File: config.mk
export PLATFORM = sky130hd
export DESIGN_NAME = pwig_glue
export DESIGN_NICKNAME = d
export VERILOG_FILES = /design/src/pwig_pkg.sv /design/src/pwig_glue.sv
export SDC_FILE = /design/constraint.sdc
export NUM_CORES = 1
export LEC_CHECK = 0
export BUFFER_PORTS_ARGS = -buffer_cell sky130_fd_sc_hd__buf_2
export CELL_PAD_IN_SITES_DETAIL_PLACEMENT = 0
export CELL_PAD_IN_SITES_GLOBAL_PLACEMENT = 2
export CORE_MARGIN = 5
export CORE_UTILIZATION = 35
export CTS_CLUSTER_SIZE = 30
export DETAILED_ROUTE_END_ITERATION = 8
export PLACE_DENSITY = 0.81
export SYNTH_ARGS = -nofsm -noshare
export SYNTH_HDL_FRONTEND = slang
export SYNTH_SLANG_ARGS = --single-unit
File: constraint.sdc
create_clock -name clk_i -period 2.7 [get_ports clk_i]
set_clock_uncertainty 0.1 [all_clocks]
set_input_delay 0.135 -clock clk_i [delete_from_list [all_inputs] [get_ports clk_i]]
set_output_delay 0.135 -clock clk_i [all_outputs]
set_load 0.005 [all_outputs]
File: src/pwig_pkg.sv
// Package of timing constants and encodings for the peripheral wait and acknowledge glue
package pwig_pkg;
   // ==========================================================================
   // Clock
   // ==========================================================================
   localparam int CLK_PERIOD_NS = 40;

   // ==========================================================================
   // Peripheral selects
   // ==========================================================================
   typedef enum logic [2:0] {
      PWIG_SEL_NONE,
      PWIG_SEL_SERIAL,
      PWIG_SEL_PARALLEL,
      PWIG_SEL_INTCTL,
      PWIG_SEL_POLLCTL,
      PWIG_SEL_MODULE
   } pwig_sel_t;

   // ==========================================================================
   // Wait states and recovery times
   // ==========================================================================
   localparam logic [3:0] SERIAL_WAITS = 4'h2;
   localparam logic [3:0] PARALLEL_WAITS = 4'h2;
   localparam logic [3:0] INTCTL_WAITS = 4'h1;
   localparam logic [3:0] ACK_WAITS = 4'h1;
   localparam logic [3:0] SERIAL_CMD_DELAY = 4'h4;
   localparam logic [3:0] TRANSCEIVER_HOLDOFF = 4'h3;

   localparam int WRITE_RECOVERY_MIN_NS = 300;
   localparam int ACCESS_CYCLE_MIN_NS = 850;
   localparam int COMMAND_TO_COMMAND_MIN_NS = 500;
   localparam int WRITE_TO_WRITE_MIN_NS = 190;
   localparam int READ_TO_READ_MIN_NS = 160;

   // Least times round up to whole cycles
   function automatic logic [7:0] pwig_ns_to_cyc(input int ns);
      int c;
      c = (ns + CLK_PERIOD_NS - 1) / CLK_PERIOD_NS;
      if (c < 1) begin
         c = 1;
      end
      return c[7:0];
   endfunction

   localparam logic [7:0] WRITE_RECOVERY_CYC = pwig_ns_to_cyc(WRITE_RECOVERY_MIN_NS);
   localparam logic [7:0] ACCESS_CYCLE_CYC = pwig_ns_to_cyc(ACCESS_CYCLE_MIN_NS);
   localparam logic [7:0] CMD_TO_CMD_CYC = pwig_ns_to_cyc(COMMAND_TO_COMMAND_MIN_NS);
   localparam logic [7:0] WRITE_TO_WRITE_CYC = pwig_ns_to_cyc(WRITE_TO_WRITE_MIN_NS);
   localparam logic [7:0] READ_TO_READ_CYC = pwig_ns_to_cyc(READ_TO_READ_MIN_NS);

   // Three idle cycles between the two acknowledge cycles
   localparam logic [3:0] ACK_IDLE_CYC = 4'h3;
   localparam logic [2:0] CASCADE_LSB = 3'h0;
endpackage

File: src/pwig_glue.sv
// Ready, command spacing and interrupt acknowledge glue for byte-wide peripherals
`timescale 1ns/1ps
module pwig_glue #(
   parameter int CAS_W = 3
) (
   // Clock and reset
   input wire logic clk_i,
   input wire logic sys_rst_i,
   // Bus controller side
   input wire logic addr_latch_strobe_i,
   input wire pwig_pkg::pwig_sel_t sel_i,
   input wire logic rd_cmd_i,
   input wire logic wr_cmd_i,
   input wire logic interrupt_acknowledge_i,
   input wire logic master_cascade_enable_i,
   // Cascade address from the master controller
   input wire logic [CAS_W-1:0] cascade_addr_i,
   // Expansion module pins
   input wire logic module_wait_request_i,
   input wire logic module_present_i,
   // Outputs to the processor side
   output logic ready_o,
   output logic command_delay_o,
   output logic async_ready_input_o,
   output logic transceiver_en_o,
   output logic [CAS_W-1:0] cascade_latched_o,
   output logic ack_second_o,
   output logic module_detected_o,
   output logic module_sel_block_o,
   output logic poll_pending_o
);
   import pwig_pkg::*;

   // ==========================================================================
   // Pin synchronisers
   // ==========================================================================
   logic wait_req_s1, wait_req_s2, present_s1, present_s2;
   always_ff @(posedge clk_i) begin
      if (sys_rst_i) begin
         wait_req_s1 <= 1'b0;
         wait_req_s2 <= 1'b0;
         present_s1 <= 1'b0;
         present_s2 <= 1'b0;
      end else begin
         wait_req_s1 <= module_wait_request_i;
         wait_req_s2 <= wait_req_s1;
         present_s1 <= module_present_i;
         present_s2 <= present_s1;
      end
   end

   // ==========================================================================
   // Select latch and command edges
   // ==========================================================================
   pwig_sel_t sel_lat;
   logic cmd_any, cmd_prev, ack_prev;
   logic cmd_rise, cmd_fall, ack_rise;
   assign cmd_any = rd_cmd_i | wr_cmd_i | interrupt_acknowledge_i;
   assign cmd_rise = cmd_any & ~cmd_prev;
   assign cmd_fall = ~cmd_any & cmd_prev;
   assign ack_rise = interrupt_acknowledge_i & ~ack_prev;

   // Latched chip select decides the wait count for the cycle
   always_ff @(posedge clk_i) begin
      if (sys_rst_i) begin
         sel_lat <= PWIG_SEL_NONE;
      end else if (addr_latch_strobe_i) begin
         sel_lat <= sel_i;
      end
   end

   always_ff @(posedge clk_i) begin
      if (sys_rst_i) begin
         cmd_prev <= 1'b0;
         ack_prev <= 1'b0;
      end else begin
         cmd_prev <= cmd_any;
         ack_prev <= interrupt_acknowledge_i;
      end
   end

   function automatic logic [3:0] pwig_waits(input pwig_sel_t s, input logic ack);
      logic [3:0] w;
      w = 4'h0;
      if (ack) begin
         w = ACK_WAITS;
      end else begin
         unique case (s)
            PWIG_SEL_SERIAL: w = SERIAL_WAITS;
            PWIG_SEL_PARALLEL: w = PARALLEL_WAITS;
            PWIG_SEL_INTCTL: w = INTCTL_WAITS;
            PWIG_SEL_POLLCTL: w = INTCTL_WAITS;
            PWIG_SEL_MODULE: w = 4'h0;
            PWIG_SEL_NONE: w = 4'h0;
         endcase
      end
      return w;
   endfunction

   // ==========================================================================
   // Command spacing: one shared counter since the last command end, applied only when the target repeats
   // ==========================================================================
   logic [7:0] gap_cnt;
   logic [7:0] gap_need;
   logic last_wr;
   logic wr_cmd_q;
   pwig_sel_t last_sel;
   always_ff @(posedge clk_i) begin
      if (sys_rst_i) begin
         gap_cnt <= 8'hff;
         last_wr <= 1'b0;
         last_sel <= PWIG_SEL_NONE;
      end else if (cmd_fall) begin
         gap_cnt <= 8'h0;
         last_wr <= wr_cmd_q;
         last_sel <= sel_lat;
      end else if (gap_cnt != 8'hff) begin
         gap_cnt <= gap_cnt + 8'h1;
      end
   end

   always_ff @(posedge clk_i) begin
      if (sys_rst_i) begin
         wr_cmd_q <= 1'b0;
      end else if (cmd_any) begin
         wr_cmd_q <= wr_cmd_i;
      end
   end

   always_comb begin
      gap_need = 8'h0;
      if (last_sel == sel_lat) begin
         unique case (sel_lat)
            PWIG_SEL_SERIAL: gap_need = (last_wr && wr_cmd_i) ? WRITE_RECOVERY_CYC : 8'h0;
            PWIG_SEL_PARALLEL: gap_need = ACCESS_CYCLE_CYC;
            PWIG_SEL_INTCTL, PWIG_SEL_POLLCTL: begin
               // Hardware spacing used even though software spacing also suffices
               if (last_wr != wr_cmd_i) begin
                  gap_need = CMD_TO_CMD_CYC;
               end else if (wr_cmd_i) begin
                  gap_need = WRITE_TO_WRITE_CYC;
               end else begin
                  gap_need = READ_TO_READ_CYC;
               end
            end
            PWIG_SEL_MODULE: gap_need = 8'h0;
            PWIG_SEL_NONE: gap_need = 8'h0;
         endcase
      end
   end

   // ==========================================================================
   // Cycle sequencer: delay, waits, ready
   // ==========================================================================
   typedef enum {PWIG_IDLE, PWIG_DELAY, PWIG_WAIT, PWIG_DONE} pwig_state_t;
   pwig_state_t state;
   logic [3:0] wait_cnt;
   logic [3:0] dly_cnt;
   logic spacing_ok;
   assign spacing_ok = (gap_cnt >= gap_need);

   // Command is held off while the fixed delay or, for non-acknowledge commands, the spacing still runs
   logic cmd_hold;
   logic serial_wr;
   assign cmd_hold = (dly_cnt != 4'h0) || !(spacing_ok || interrupt_acknowledge_i);
   assign serial_wr = (sel_lat == PWIG_SEL_SERIAL) && wr_cmd_i;

   always_ff @(posedge clk_i) begin
      if (sys_rst_i) begin
         state <= PWIG_IDLE;
         wait_cnt <= 4'h0;
         dly_cnt <= 4'h0;
      end else begin
         unique case (state)
            PWIG_IDLE: begin
               if (cmd_rise) begin
                  wait_cnt <= pwig_waits(sel_lat, interrupt_acknowledge_i);
                  // Serial writes carry a fixed four-cycle command delay
                  dly_cnt <= (sel_lat == PWIG_SEL_SERIAL && wr_cmd_i) ?
                             SERIAL_CMD_DELAY : 4'h0;
                  state <= PWIG_DELAY;
               end
            end
            PWIG_DELAY: begin
               if (dly_cnt != 4'h0) begin
                  dly_cnt <= dly_cnt - 4'h1;
               end else if (spacing_ok || interrupt_acknowledge_i) begin
                  state <= PWIG_WAIT;
               end
            end
            PWIG_WAIT: begin
               if (wait_cnt != 4'h0) begin
                  wait_cnt <= wait_cnt - 4'h1;
               end else if (!wait_req_s2) begin
                  // A module wait request keeps the cycle open here
                  state <= PWIG_DONE;
               end
            end
            PWIG_DONE: begin
               if (!cmd_any) begin
                  state <= PWIG_IDLE;
               end
            end
         endcase
      end
   end

   always_ff @(posedge clk_i) begin
      if (sys_rst_i) begin
         ready_o <= 1'b0;
         command_delay_o <= 1'b0;
      end else begin
         ready_o <= (state == PWIG_WAIT) && (wait_cnt == 4'h0) && !wait_req_s2;
         // Flag only real hold-off, so acknowledges and reads whose spacing is met show no delay
         command_delay_o <= (state == PWIG_IDLE && cmd_rise && serial_wr) ||
                            (state == PWIG_DELAY && cmd_hold);
      end
   end

   // Inverted module wait stretches the cycle through the async ready path
   always_ff @(posedge clk_i) begin
      if (sys_rst_i) begin
         async_ready_input_o <= 1'b1;
      end else begin
         async_ready_input_o <= ~wait_req_s2;
      end
   end

   // ==========================================================================
   // Data transceiver hold-off after parallel port reads
   // ==========================================================================
   logic [3:0] float_cnt;
   always_ff @(posedge clk_i) begin
      if (sys_rst_i) begin
         float_cnt <= 4'h0;
      end else if (cmd_fall && sel_lat == PWIG_SEL_PARALLEL && !wr_cmd_q) begin
         float_cnt <= TRANSCEIVER_HOLDOFF;
      end else if (float_cnt != 4'h0) begin
         float_cnt <= float_cnt - 4'h1;
      end
   end

   always_ff @(posedge clk_i) begin
      if (sys_rst_i) begin
         transceiver_en_o <= 1'b0;
      end else begin
         transceiver_en_o <= cmd_any && (float_cnt == 4'h0);
      end
   end

   // ==========================================================================
   // Interrupt acknowledge pairing and cascade latch
   // ==========================================================================
   // First acknowledge of a pair sets the flag and the second clears it; processor spaces the pair itself
   always_ff @(posedge clk_i) begin
      if (sys_rst_i) begin
         ack_second_o <= 1'b0;
      end else if (ack_rise) begin
         ack_second_o <= ~ack_second_o;
      end
   end

   // Cascade address picks the one slave allowed to drive the vector
   always_ff @(posedge clk_i) begin
      if (sys_rst_i) begin
         cascade_latched_o <= '0;
      end else if (addr_latch_strobe_i && master_cascade_enable_i) begin
         cascade_latched_o <= cascade_addr_i;
      end
   end

   // ==========================================================================
   // Third-level poll tracking and module presence
   // ==========================================================================
   // Poll write must be followed by a read of the same controller
   always_ff @(posedge clk_i) begin
      if (sys_rst_i) begin
         poll_pending_o <= 1'b0;
      end else if (cmd_rise && sel_lat == PWIG_SEL_POLLCTL) begin
         poll_pending_o <= wr_cmd_i;
      end else if (cmd_rise) begin
         poll_pending_o <= 1'b0;
      end
   end

   always_ff @(posedge clk_i) begin
      if (sys_rst_i) begin
         module_detected_o <= 1'b0;
         module_sel_block_o <= 1'b1;
      end else begin
         module_detected_o <= present_s2;
         module_sel_block_o <= ~present_s2;
      end
   end

   // ==========================================================================
   // Assertions
   // ==========================================================================
   AST_SERIAL_DELAY: assert property (@(posedge clk_i) disable iff (sys_rst_i)
      (state == PWIG_IDLE && cmd_rise && sel_lat == PWIG_SEL_SERIAL && wr_cmd_i)
      |-> ##1 command_delay_o[*4])
      else $error("Serial write command delay too short");
   AST_READY_AFTER_WAITS: assert property (@(posedge clk_i) disable iff (sys_rst_i)
      $rose(ready_o) |-> $past(state == PWIG_WAIT))
      else $error("Ready raised outside wait phase");
   AST_ASYNC_INV: assert property (@(posedge clk_i) disable iff (sys_rst_i)
      ##1 async_ready_input_o == !$past(wait_req_s2))
      else $error("Async ready is not the inverted wait request");
   AST_NO_READY_IN_WAIT_REQ: assert property (@(posedge clk_i) disable iff (sys_rst_i)
      wait_req_s2 |=> !ready_o)
      else $error("Ready given while module requests wait");
   AST_PARALLEL_FLOAT: assert property (@(posedge clk_i) disable iff (sys_rst_i)
      (cmd_fall && sel_lat == PWIG_SEL_PARALLEL && !wr_cmd_q) |=> ##1 !transceiver_en_o[*2])
      else $error("Transceiver enabled during parallel data float");
   AST_CASCADE_HOLD: assert property (@(posedge clk_i) disable iff (sys_rst_i)
      !(addr_latch_strobe_i && master_cascade_enable_i) |=> $stable(cascade_latched_o))
      else $error("Cascade address changed without enable and strobe");
   AST_ACK_TOGGLE: assert property (@(posedge clk_i) disable iff (sys_rst_i)
      ack_rise |=> ack_second_o != $past(ack_second_o))
      else $error("Acknowledge pairing did not advance");
   AST_MODULE_STRETCH: assert property (@(posedge clk_i) disable iff (sys_rst_i)
      (state == PWIG_WAIT && wait_req_s2) |=> (state == PWIG_WAIT))
      else $error("Cycle ended while module requests wait");
   AST_ACK_NO_DELAY: assert property (@(posedge clk_i) disable iff (sys_rst_i)
      (state == PWIG_IDLE && cmd_rise && interrupt_acknowledge_i) |=> ##1 (state == PWIG_WAIT))
      else $error("Acknowledge cycle was delayed");
   AST_MODULE_BLOCK: assert property (@(posedge clk_i) disable iff (sys_rst_i)
      module_sel_block_o != module_detected_o)
      else $error("Module select block disagrees with presence");
endmodule

==> flow_summary_export.csv <==
group,metric,value,unit
status,outcome,"complete, no violations",
synth,ys_warn_count,0,
power,powerDensity,951,nW/um^2
floorplanning,pin_count,26,
critical_path,critPathKind,"reg -> reg",
clock_network,cts.htree.levels,2,
job,maxCapViolCount,0,
critical_path,worst_setup_path_start_kind,"flip-flop",
cells_and_area,final_cell_mix,"dfxtp_1 (47), nand2_1 (27), buf_2 (25), a21oi_1 (20), nor2_1 (18)",
cells_and_area,n_antenna_cell,0,
critical_path,crit_arrival,2.52,ns
floorplanning,die_h,91.9,um
routing,wl_met1,2400,um
critical_path,crit_path_frequent_cell,"nor2b_1",
routing,wl_met3,139,um
global_routing,grt_pass1_wl,8270,um
sta,fin_ws,0.294,ns
global_routing,overflow,0,
critical_path,worst-path-max-fanout,9,
routing,drtAntennaViolNets,0,
sta,worstMarginPinSlew,0.840,ns
floorplanning,rows,29,
clock_network,cts_sinks,47,
sta,fmax,416,MHz
clock_network,clockBufferDepth,2,
sta,min_period,2.41,ns
sta,maxSlewViolCount,0,
critical_path,cp.required,2.81,ns
clock_network,insertion_delay,0.30,ns
routing,wl_met2,2250,um
routing,drt_iter0_drc,66,
clock_network,cts_root_buf,"clkbuf_8",
worst_hold_path,hp-class,"in -> reg",
global_routing,grt_usage,0.120,
synth,synth_seq_area_share,0.401,
floorplanning,die_w,91.9,um
global_routing,grt_pass1_vias,1770,
placement,gp_congestion,0.786,
sta,finalSetupViolations,0,
sta,rsz0062_at_grt,"false",
cells_and_area,syn_to_final_growth,17.0,%
clock_network,post_cts_buffers,0,
synth,synthArstFlopShare,0,
sta,finalHoldViolCount,0,
synth,synth_fp_nets,297,
critical_path,crit_path_cell_trace,"nor2b_1 > a21oi_1 > nor3b_1 > ha_1 > nor2b_1 > o21ai_0 > a31oi_1 > or4_1 > o31ai_1",
placement,post-dp-hpwl,3460,um
routing,vias,1855,
power,vdd_ir_drop_max,426,uV
routing,drc,0,
global_routing,antenna_found_initial,0,
sta,finalCritPeriodShare,0.891,
sta,finalSetupTns,0,ns
clock_network,clkSlewWorstSetupHoldPaths,0.09,ns
power,p_leak,1.18,nW
clock_network,cts_tree,"yes",
cells_and_area,nets,329,
critical_path,slowest_delay,0.52,ns
critical_path,crit_slowest_cell,"or4_1",
routing,avgRoutedWirePerCell,12.9,um
synth,synthesis.area,2350,um^2
synth,synth_edf_count,0,
cells_and_area,drive_gt1_frac,0.151,
global_routing,grt_max_degree,49,
critical_path,end_kind,"flip-flop",
synth,synth_ff_type,"dfxtp_1",
sta,slew_headroom,0.440,
synth,syn_area_per_cell,8.83,um^2
routing,routed_wl,4840,um
floorplanning,die_area,8450,um^2
cells_and_area,layout_commonest_cell,"dfxtp_1",
synth,synth-seq-cells,47,
routing,vias_per_cell,4.93,
clock_network,cts_made_buffers,5,
synth,ys_types,45,
routing,top_layer,"met4",
synth,syn_inst,266,
placement,pre_cts_ws,0.124,ns
floorplanning,coreArea,6420,um^2
floorplanning,start_util,0.366,
placement,port_buffers,25,
routing,drt-pass1-iter-count,4,
per-stage QoR:
step / utilization / hold WS (ns) / area [um^2] / cells / total power, mW
after floorplan: - / 0.152 / 2350 / 266 / 1.85
after global placement: 0.395 / 0.243 / 2540 / 360 / 2.07
after detailed placement: 0.395 / 0.252 / 2540 / 360 / 2.08
after CTS: 0.426 / 0.0227 / 2740 / 376 / 2.64
after global routing: 0.428 / 0.0274 / 2750 / 376 / 2.85
final: 0.428 / 0.0344 / 2750 / 376 / 2.61
worst max-delay path: cells and delay by family (launching register included):
kind	cells	cell delay [ns]
AOI/OAI and AO/OA	4	0.51
adders and majority gates	1	0.16
DFF	1	0.51
and+or+nand+nor	4	1.04
routing by layer:
metal,global-route usage,up-vias
li1,-,981
met1,0.156,846
met2,0.200,23
met3,0.0270,5
met4,0.0334,0
met5,0,-
kinds of logic (layout without fill, tap and decap cells):
kind of cell / count (synthesis) / in the layout / share of synthesized area
AOI/OAI and AO/OA: 51 / 51 / 0.141
muxes: 7 / 7 / 0.0298
xor gates and xnor gates: 11 / 11 / 0.0410
and+or+nand+nor: 108 / 108 / 0.258
DFF: 47 / 47 / 0.401
adders and majority gates: 16 / 16 / 0.0852
buffers and inverters: 26 / 59 / 0.0448
registers in the layout (all words and copies together) (netlist names), 2 cells and up:
signal	cells
dly_cnt	4
float_cnt	4
gap_cnt	8
state	2
cascade_latched_o	3
wait_cnt	4
last_sel	3
sel_lat	3
worst paths after layout:
check / from / to / slack (ns) / cells after the start
max reg2reg: sel_lat[0] / state[0] / 0.29 / 9
min: rd_cmd_i / cmd_prev / 0.03 / 3
max: sel_lat[0] / state[0] / 0.29 / 9
min reg2reg: present_s2 / module_sel_block_o / 0.31 / 1
timing repair:
item | in CTS | in global routing
gates resized for setup | 0 | 2
setup endpoints to repair | 0 | 3
hold endpoints to repair | 8 | 0
hold buffers | 8 | 0
Yosys cell counts (4+ instances only):
library cell / number / area, um^2
clkbuf_1: 4 / 15.0
nand2_1: 27 / 101
o21bai_1: 7 / 52.6
mux2i_1: 7 / 70.1
nand3_1: 9 / 45.0
nor2_1: 18 / 67.6
nor3_1: 10 / 50.1
a21oi_1: 20 / 100
o21ai_0: 8 / 40.0
dfxtp_1: 47 / 941
inv_1: 16 / 60.1
ha_1: 16 / 200
xor2_1: 8 / 70.1
nor2b_1: 9 / 56.3
nand2b_1: 10 / 62.6
buf_2: 6 / 30.0
where the power goes:
group	internal, mW	switching, mW
registers	0.852	0.142
clock network	0.300	0.237
logic	0.509	0.572
area by class of cell:
| type | instances | area (um^2) |
|---|---|---|
| Clock buffer | 6 | 82.6 |
| Clock inverter | 2 | 35.0 |
| Fill cell | 626 | 3670 |
| Inverter | 16 | 60.1 |
| Multi-Input combinational cell | 193 | 1310 |
| Sequential cell | 47 | 941 |
| Tap cell | 77 | 96.3 |
| Timing Repair Buffer | 35 | 220 |
Note: power is estimated with default switching activity, not from simulation.
